--- config.mk ---
export PLATFORM = sky130hd
export DESIGN_NAME = scr_regbank
export DESIGN_NICKNAME = d
export VERILOG_FILES = /design/src/include/scr_pkg.sv /design/src/logic/scr_cfg_mem.sv /design/src/logic/scr_regbank.sv
export SDC_FILE = /design/constraint.sdc
export NUM_CORES = 2
export LEC_CHECK = 0
export BUFFER_PORTS_ARGS = -buffer_cell sky130_fd_sc_hd__clkbuf_2
export CAP_MARGIN = 40
export CORE_ASPECT_RATIO = 0.6
export CORE_MARGIN = 2
export CORE_UTILIZATION = 60
export CTS_BUF_LIST = sky130_fd_sc_hd__clkbuf_16
export DETAILED_ROUTE_END_ITERATION = 10
export PLACE_DENSITY = 0.86
export SLEW_MARGIN = 20
export SYNTH_ARGS = -nofsm -noshare
export SYNTH_HDL_FRONTEND = slang
export SYNTH_SLANG_ARGS = --single-unit
--- constraint.sdc ---
create_clock -name core_clk -period 6.7 [get_ports core_clk]
set_clock_uncertainty 0.05 [all_clocks]
set_input_delay 0.67 -clock core_clk [delete_from_list [all_inputs] [get_ports core_clk]]
set_output_delay 0.67 -clock core_clk [all_outputs]
set_load 0.1 [all_outputs]
--- src/include/scr_pkg.sv ---
// Constants, types and address decoding for the switch configuration register bank
package scr_pkg;

    // ************************************************************
    // Address map
    // ************************************************************
    localparam logic [7:0] ADDR_ID0        = 8'h00;
    localparam logic [7:0] ADDR_ID1        = 8'h01;
    localparam logic [7:0] ADDR_GC0        = 8'h02;
    localparam logic [7:0] ADDR_GC_LAST    = 8'h0b;
    localparam logic [7:0] ADDR_PORT_FIRST = 8'h10;
    localparam logic [7:0] ADDR_TOS_FIRST  = 8'h60;
    localparam logic [7:0] ADDR_TOS_LAST   = 8'h67;
    localparam logic [7:0] ADDR_LAST       = 8'h6d;
    localparam logic [3:0] PORT_STATUS_OFS = 4'he;
    localparam int         MEM_DEPTH       = 110;
    localparam int         MEM_AW          = 7;

    // ************************************************************
    // Fields and reset values
    // ************************************************************
    localparam int         ID1_CHIP_LSB    = 4;
    localparam int         ID1_REV_LSB     = 1;
    localparam int         ID1_START_BIT   = 0;
    localparam int         GC0_BASE_LSB    = 4;
    localparam int         GC0_MII_EN_BIT  = 3;
    localparam logic [7:0] GC0_RESET       = 8'h4c;
    localparam logic [7:0] BYTE_ZERO       = 8'h00;

    // ************************************************************
    // Timing
    // ************************************************************
    localparam int         CLK_MHZ         = 100;
    localparam int         LOAD_TIME_MS    = 15;
    // Longest time, so the count is exact
    localparam int         LOAD_LIMIT_CYC  = LOAD_TIME_MS * 1000 * CLK_MHZ;
    localparam int         LOAD_CNT_W      = 21;
    localparam logic [1:0] STRAP_SETTLE    = 2'h3;

    // ************************************************************
    // Types
    // ************************************************************
    typedef enum logic [2:0] {
        K_NONE, K_ID0, K_ID1, K_GC0, K_MEM, K_STATUS
    } scr_kind_t;

    typedef enum logic [3:0] {
        ST_STRAP = 4'h1,
        ST_REQ   = 4'h2,
        ST_WAIT  = 4'h4,
        ST_RUN   = 4'h8
    } scr_st_t;

    typedef struct packed {
        logic [MEM_DEPTH-1:0][7:0] mem;
        logic [7:0]                rdata;
    } scr_mem_state_t;

    typedef struct packed {
        scr_st_t               st;
        logic [7:0]            addr;
        logic [LOAD_CNT_W-1:0] wd;
        logic [2:0]            sync;
        logic [1:0]            settle;
        logic                  start;
        logic [7:0]            gc0;
        logic                  busy;
        logic                  rom_req;
        logic [7:0]            rom_addr;
        logic                  rd_p1;
        logic [7:0]            rd_addr_p1;
        logic                  rvalid;
        logic [7:0]            rdata;
        logic                  prio_valid;
        logic                  prio_high;
        logic                  mii_oe_n;
    } scr_state_t;

    // Sorts a byte address into the kind of storage behind it
    function automatic scr_kind_t scr_kind(input logic [7:0] a);
        if (a == ADDR_ID0) begin
            return K_ID0;
        end else if (a == ADDR_ID1) begin
            return K_ID1;
        end else if (a == ADDR_GC0) begin
            return K_GC0;
        end else if (a <= ADDR_GC_LAST) begin
            return K_MEM;
        end else if (a < ADDR_PORT_FIRST) begin
            return K_NONE;
        end else if (a < ADDR_TOS_FIRST) begin
            // Same layout in every 16-byte port slot
            if (a[3:0] >= PORT_STATUS_OFS) begin
                return K_STATUS;
            end else begin
                return K_MEM;
            end
        end else if (a <= ADDR_LAST) begin
            return K_MEM;
        end else begin
            return K_NONE;
        end
    endfunction : scr_kind

endpackage : scr_pkg

--- src/logic/scr_cfg_mem.sv ---
// Byte store for the plain read/write configuration registers
`timescale 1ns/1ps
module scr_cfg_mem (
    input  wire logic                        core_clk,
    input  wire logic                        rst,
    input  wire logic                        ce,
    input  wire logic                        we,
    input  wire logic [scr_pkg::MEM_AW-1:0]  waddr,
    input  wire logic [7:0]                  wdata,
    input  wire logic [scr_pkg::MEM_AW-1:0]  raddr,
    output logic      [7:0]                  rdata
);
    scr_pkg::scr_mem_state_t s_r;
    scr_pkg::scr_mem_state_t s_nxt;

    always_comb begin
        s_nxt = s_r;
        s_nxt.rdata = s_r.mem[raddr];
        if (we) begin
            s_nxt.mem[waddr] = wdata;
        end
    end

    // Built-in defaults are all zero
    always_ff @(posedge core_clk) begin
        if (rst) begin
            s_r <= '0;
        end else if (ce) begin
            s_r <= s_nxt;
        end
    end

    assign rdata = s_r.rdata;
endmodule : scr_cfg_mem

--- src/logic/scr_regbank.sv ---
// Configuration register bank with identity check and serial memory load
`timescale 1ns/1ps
module scr_regbank #(
    parameter int         LOAD_LIMIT_CYC = scr_pkg::LOAD_LIMIT_CYC,
    // Identity values below are arbitrary
    parameter logic [7:0] FAMILY_CODE    = 8'h5a,
    parameter logic [3:0] CHIP_CODE      = 4'h3,
    parameter logic [2:0] REVISION_CODE  = 3'h1
) (
    input  wire logic       core_clk,
    input  wire logic       rst,
    input  wire logic       ce,
    input  wire logic       interface_enable_strap_pin,
    output logic            rom_req,
    output logic [7:0]      rom_addr,
    input  wire logic       rom_ack,
    input  wire logic       rom_nak,
    input  wire logic [7:0] rom_data,
    input  wire logic       cfg_rd,
    input  wire logic       cfg_wr,
    input  wire logic [7:0] cfg_addr,
    input  wire logic [7:0] cfg_wdata,
    output logic            cfg_rvalid,
    output logic [7:0]      cfg_rdata,
    output logic            cfg_busy,
    output logic            switch_start,
    input  wire logic       tag_prio_valid,
    input  wire logic [2:0] tag_prio,
    output logic            prio_valid,
    output logic            prio_high,
    output logic            phy_mii_oe_n,
    output logic [7:0]      gc0_value
);
    localparam int       CNT_W = scr_pkg::LOAD_CNT_W;

    scr_pkg::scr_state_t s_r;
    scr_pkg::scr_state_t s_nxt;
    logic                mem_we;
    logic [6:0]          mem_waddr;
    logic [7:0]          mem_wdata;
    logic [7:0]          mem_rdata;
    scr_pkg::scr_kind_t  ld_kind;
    scr_pkg::scr_kind_t  wr_kind;
    scr_pkg::scr_kind_t  rd_kind;

    scr_cfg_mem u_mem (
        .core_clk (core_clk),
        .rst      (rst),
        .ce       (ce),
        .we       (mem_we),
        .waddr    (mem_waddr),
        .wdata    (mem_wdata),
        .raddr    (cfg_addr[6:0]),
        .rdata    (mem_rdata)
    );

    assign ld_kind = scr_pkg::scr_kind(s_r.addr);
    assign wr_kind = scr_pkg::scr_kind(cfg_addr);
    assign rd_kind = scr_pkg::scr_kind(s_r.rd_addr_p1);

    // ************************************************************
    // Next state
    // ************************************************************
    always_comb begin
        s_nxt            = s_r;
        s_nxt.rom_req    = 1'b0;
        s_nxt.rvalid     = 1'b0;
        s_nxt.rd_p1      = 1'b0;
        s_nxt.prio_valid = 1'b0;
        s_nxt.sync       = {s_r.sync[1:0], interface_enable_strap_pin};
        mem_we           = 1'b0;
        mem_waddr        = s_r.addr[6:0];
        mem_wdata        = rom_data;
        case (s_r.st)
            scr_pkg::ST_STRAP: begin
                // Strap counts only once the last two stages agree
                if (s_r.settle != scr_pkg::STRAP_SETTLE) begin
                    s_nxt.settle = s_r.settle + 2'h1;
                end else if (s_r.sync[1] == s_r.sync[2]) begin
                    s_nxt.gc0[scr_pkg::GC0_MII_EN_BIT] = s_r.sync[2];
                    s_nxt.st = scr_pkg::ST_REQ;
                end
            end
            scr_pkg::ST_REQ: begin
                s_nxt.rom_req  = 1'b1;
                s_nxt.rom_addr = s_r.addr;
                s_nxt.st       = scr_pkg::ST_WAIT;
                s_nxt.wd       = s_r.wd + 1'b1;
            end
            scr_pkg::ST_WAIT: begin
                s_nxt.wd = s_r.wd + 1'b1;
                if (rom_ack) begin
                    s_nxt.st = scr_pkg::ST_REQ;
                    s_nxt.addr = s_r.addr + 8'h01;
                    if (rom_nak) begin
                        s_nxt.st = scr_pkg::ST_RUN;
                    end else if (ld_kind == scr_pkg::K_ID0) begin
                        if (rom_data != FAMILY_CODE) begin
                            s_nxt.st = scr_pkg::ST_RUN;
                        end
                    end else if (ld_kind == scr_pkg::K_ID1) begin
                        if (rom_data[7:scr_pkg::ID1_CHIP_LSB] != CHIP_CODE) begin
                            s_nxt.st = scr_pkg::ST_RUN;
                        end
                    end else if (ld_kind == scr_pkg::K_GC0) begin
                        s_nxt.gc0 = rom_data;
                    end else if (ld_kind == scr_pkg::K_MEM) begin
                        mem_we = 1'b1;
                    end
                    if (s_r.addr == scr_pkg::ADDR_LAST) begin
                        s_nxt.st = scr_pkg::ST_RUN;
                    end
                end
                // A silent memory must not hold the switch off forever
                if (s_r.wd >= CNT_W'(LOAD_LIMIT_CYC - 2)) begin
                    s_nxt.st = scr_pkg::ST_RUN;
                end
            end
            scr_pkg::ST_RUN: begin
                if (cfg_rd) begin
                    s_nxt.rd_p1      = 1'b1;
                    s_nxt.rd_addr_p1 = cfg_addr;
                end
                if (cfg_wr) begin
                    mem_waddr = cfg_addr[6:0];
                    mem_wdata = cfg_wdata;
                    if (wr_kind == scr_pkg::K_ID1) begin
                        s_nxt.start = cfg_wdata[scr_pkg::ID1_START_BIT];
                    end else if (wr_kind == scr_pkg::K_GC0) begin
                        s_nxt.gc0 = cfg_wdata;
                    end else if (wr_kind == scr_pkg::K_MEM) begin
                        mem_we = 1'b1;
                    end
                end
            end
            default: begin
                s_nxt.st = scr_pkg::ST_RUN;
            end
        endcase
        // Load end, whatever its cause, starts the switch
        if (s_r.busy && s_nxt.st == scr_pkg::ST_RUN) begin
            s_nxt.busy  = 1'b0;
            s_nxt.start = 1'b1;
        end
        // Read answer, one cycle after the memory's registered data
        if (s_r.rd_p1) begin
            s_nxt.rvalid = 1'b1;
            if (rd_kind == scr_pkg::K_ID0) begin
                s_nxt.rdata = FAMILY_CODE;
            end else if (rd_kind == scr_pkg::K_ID1) begin
                s_nxt.rdata = {CHIP_CODE, REVISION_CODE, s_r.start};
            end else if (rd_kind == scr_pkg::K_GC0) begin
                s_nxt.rdata = s_r.gc0;
            end else if (rd_kind == scr_pkg::K_NONE) begin
                s_nxt.rdata = scr_pkg::BYTE_ZERO;
            end else begin
                s_nxt.rdata = mem_rdata;
            end
        end
        if (tag_prio_valid) begin
            s_nxt.prio_valid = 1'b1;
            s_nxt.prio_high  = tag_prio >= s_r.gc0[6:scr_pkg::GC0_BASE_LSB];
        end
        s_nxt.mii_oe_n = ~s_nxt.gc0[scr_pkg::GC0_MII_EN_BIT];
    end

    always_ff @(posedge core_clk) begin
        if (rst) begin
            s_r          <= '0;
            s_r.st       <= scr_pkg::ST_STRAP;
            s_r.gc0      <= scr_pkg::GC0_RESET;
            s_r.sync     <= 3'h7;
            s_r.busy     <= 1'b1;
            s_r.mii_oe_n <= 1'b0;
        end else if (ce) begin
            s_r <= s_nxt;
        end
    end

    assign rom_req      = s_r.rom_req;
    assign rom_addr     = s_r.rom_addr;
    assign cfg_rvalid   = s_r.rvalid;
    assign cfg_rdata    = s_r.rdata;
    assign cfg_busy     = s_r.busy;
    assign switch_start = s_r.start;
    assign prio_valid   = s_r.prio_valid;
    assign prio_high    = s_r.prio_high;
    assign phy_mii_oe_n = s_r.mii_oe_n;
    assign gc0_value    = s_r.gc0;
endmodule : scr_regbank
==> results.md <==
* Tightest Pin Transition at 0.960 ns
* Row count at 76
* Full die area at 74100 um^2
* Mapped cell area at 43100 um^2
* Vias in the first global route at 32900
* Top cell family by delay on the critical path: buffers and inverters
* Worst reg2reg setup slack at 2.57 ns
* Drc violations at 0
* Die outline height at 212 um
* Register area at 19300 um^2
* Ys async rst share at 0%
* Core ar. at 71400 um^2
* CP bufs+invs at 2
* Number of synthesized register bits at 966
* Die width at 350 um
* Clk root buf: clkbuf_16
* Routed vias at 35200
* Reg-to-Reg End: u_mem.s_r[50]$_SDFFE_PP0P_
* Min-Delay Path Class: input pin to flop
* Placed standard-cell area at 43900 um^2
* Worst skew pair latency at 0.64 ns
* Initial antenna violation count at 11
* Worst Hold End: s_nxt[43]$_SDFFE_PP1P_
* Area growth syn-to-layout at 7.86%
* Ports at 67
* Placer Congestion at 0.991
* Layout cells sized above 1 at 13.2%
* F_max at 242 MHz
* Post-Synthesis Cells at 4246
* Kind of critical path: flop to flop
* Worst hold path startpoint: interface_enable_strap_pin
* Setup TNS at 0 ns
* First-pass GRT wire length at 198000 um
* Max-cap violation count at 0
* Startpoint Class: flop
* Synthesis warning total at 0
* Final hold vios at 0
* Initial DRC count at 5653
* CP required at 7.20 ns
* CTS Sinks at 966
* Top FF cell, synth: dfxtp_1
* Fin area at 46500 um^2
* Depth of the worst register-to-register path at 9
* Footprint of the multi-input gates at 22100 um^2
* Nets at 4132
* Worst r2r src: s_r[66]$_SDFFE_PP0P_
* Critical path capture point type: flop
* RSZ-0062 raised after global routing: no
* Final WL at 130000 um
* CP max FO at 43
* Leak at 0.0184 uW
* WP data arrival at 4.63 ns
* Number of synthesized flops with an enable pin at 0
* Number of max-slew violations in the final report at 0
* Post-CTS setup buffers at 0
* HPWL after DPL at 83200 um
* Drt via density at 6.86
* GRT Util Overall at 34.4%
* Fin crit share at 61.6%
* Cts bufs inserted at 81
* Post-route ant nets at 0
* Distinct cell type count after synthesis at 85
* Post-Syn Nets at 4293
* CTS Hold Bufs at 0
* CTS tree: yes
* Crit-path cells: inv_1 -> ha_1 -> nor3b_1 -> o21ai_0 -> o2111ai_2 -> o41ai_4 -> buf_4 -> and3_1 -> mux2i_1
* Initial Util at 60.4%
* Outcome: completed
* CP peak stage delay at 0.73 ns
* Crit-path slowest cell: and3_1
* Clock-pin transition on the worst setup and hold timing paths at 0.07 ns
* Wire per inst at 25.4 um
* Hold Crit Depth at 3
* Fillers at 5158
* VDD IR-drop max at 0.222 mV
* Grt total ovfl at 0
* Sequential-to-total area share from yosys stat at 44.9%
* Power Density at 238 nW/um^2
* Relative slew slack at 35.4%
* Final Setup Violations at 0
* CTS resizes at 0
* Syn_area_per_cell at 10.2 um^2
* Pin count of the biggest net entering global routing at 201
* Port Buffers at 66
* CTS Buffer Depth at 3
* Max H-tree Level at 3
* 1st-pass router iterations at 8
* Tmin final at 4.13 ns
[area by class of cell]
cell class,count,share of cell area (%)
multi-input cells,2855,47.4
repair buffers,156,2.70
clock inverters,65,1.04
inverters,25,0.218
clock buffers,82,4.41
diodes,1,0.00538
flip-flops and latches,966,41.6
well taps,975,2.62
[how the worst max path moves through the flow]
stage | start | end | slack (ns) | depth (start not counted)
final | s_r[66]$_SDFFE_PP0P_ | u_mem.s_r[50]$_SDFFE_PP0P_ | 2.57 | 9
after global routing | s_r[67]$_SDFFE_PP0P_ | u_mem.s_r[50]$_SDFFE_PP0P_ | 2.45 | 9
after CTS | s_r[67]$_SDFFE_PP0P_ | u_mem.s_r[858]$_SDFFE_PP0P_ | 2.67 | 10
after detailed placement | ce | u_mem.s_r[858]$_SDFFE_PP0P_ | 2.11 | 9
after global placement | ce | u_mem.s_r[857]$_SDFFE_PP0P_ | 2.13 | 8
after floorplan | s_r[67]$_SDFFE_PP0P_ | u_mem.s_r[671]$_SDFFE_PP0P_ | 3.71 | 12
[cell usage in the layout (no fill, tap or decap), types with 12 or more instances in the layout]
cell type  Yosys  routed
dfxtp_1      966     966
nand2_1      659     651
mux2i_1      640     640
o211ai_1     278     278
o21ai_1      242     242
mux4_2       167     167
nor2b_1      132     131
nor2_1       105     105
clkbuf_16      0      82
buf_4         41      75
o21ai_0       70      70
a21oi_1       65      65
nand3_1       63      63
clkbuf_2       0      61
inv_1         23      43
a22oi_1       42      42
nand3_2       36      36
nand4_1       28      28
nor3_1        23      23
clkinv_1       1      19
o22ai_1       18      18
nand2b_1      16      16
mux2_2        16      16
or3_1         15      15
a221oi_1      15      15
xor2_1        15      15
a32oi_1       13      13
xnor2_1       12      12
clkinv_2       0      12
[Yosys cell counts, types with 12 or more instances]
library cell	number	area share [%]
o21ai_1	242	2.8
buf_4	41	0.71
nand2b_1	16	0.23
nor3_1	23	0.27
clkbuf_1	240	2.1
o22ai_1	18	0.26
nand4_1	28	0.41
dfxtp_1	966	45
nand2_1	659	5.7
nor3b_1	14	0.24
nor2b_1	132	1.9
mux4_2	167	8.7
a32oi_1	13	0.26
mux2i_1	640	15
o211ai_1	278	4.8
xnor2_1	12	0.24
nor2_1	105	0.91
inv_1	23	0.20
a22oi_1	42	0.73
or3_1	15	0.22
nand3_2	36	0.84
a21oi_1	65	0.75
nand3_1	63	0.73
o21ai_0	70	0.81
xor2_1	15	0.30
buf_2	95	1.1
a221oi_1	15	0.30
buf_1	20	0.17
mux2_2	16	0.42
[per-layer routing]
metal / track usage, % / vias up / share of wire, %
met2: 46.9 / 2482 / 41
met3: 13.8 / 435 / 15
met4: 11.4 / 14 / 3.6
li1: - / 15100 / -
met5: 0 / - / 0.074
met1: 49.1 / 17100 / 40
[sequential cells by signal, summed over array words and instances, names as in the netlist]
signal	flops
u_mem.s_r	880
switch_start	1
gc0_value	8
prio_high	1
cfg_rvalid	1
cfg_rdata	8
u_mem.rdata	8
prio_valid	1
rom_req	1
cfg_busy	1
phy_mii_oe_n	1
rom_addr	8
s_nxt	2
s_r	45
[where the power goes]
group,internal (uW),switching (uW),total (uW)
Sequential,5750,16.2,5760
Combinational,152,474,627
Clock,2500,2190,4690
[tightest hold or removal path, delay by kind of cell]
kind	cells	cell delay [ns]
buffers and inverters	1	0.08
multiplexers	1	0.05
AND/OR/NAND/NOR	1	0.05
[metrics by stage]
| stage | setup WS [ns] | total power (uW) | util, % | hold WS, ns | std cells |
|---|---|---|---|---|---|
| 4_1_cts | 2.67 | 11000 | 65.0 | 0.194 | 5117 |
| 6_report | 2.57 | 11100 | 65.1 | 0.196 | 5125 |
| 2_1_floorplan | 3.71 | 6290 | - | 0.371 | 4246 |
| 3_5_place_dp | 2.11 | 6480 | 61.4 | 0.397 | 4970 |
| 3_3_place_gp | 2.13 | 6470 | 61.2 | 0.388 | 4961 |
| 5_1_grt | 2.45 | 11300 | 65.1 | 0.240 | 5124 |
[kinds of logic after synthesis]
kind of cell	synth area share, %
muxes	24.0
buffers and inverters	4.40
xor gates and xnor gates	0.548
DFF	44.9
adders and majority gates	0.319
and+or+nand+nor	13.1
AOI/OAI and AO/OA	12.8
Note: power is estimated with default switching activity, not from simulation.
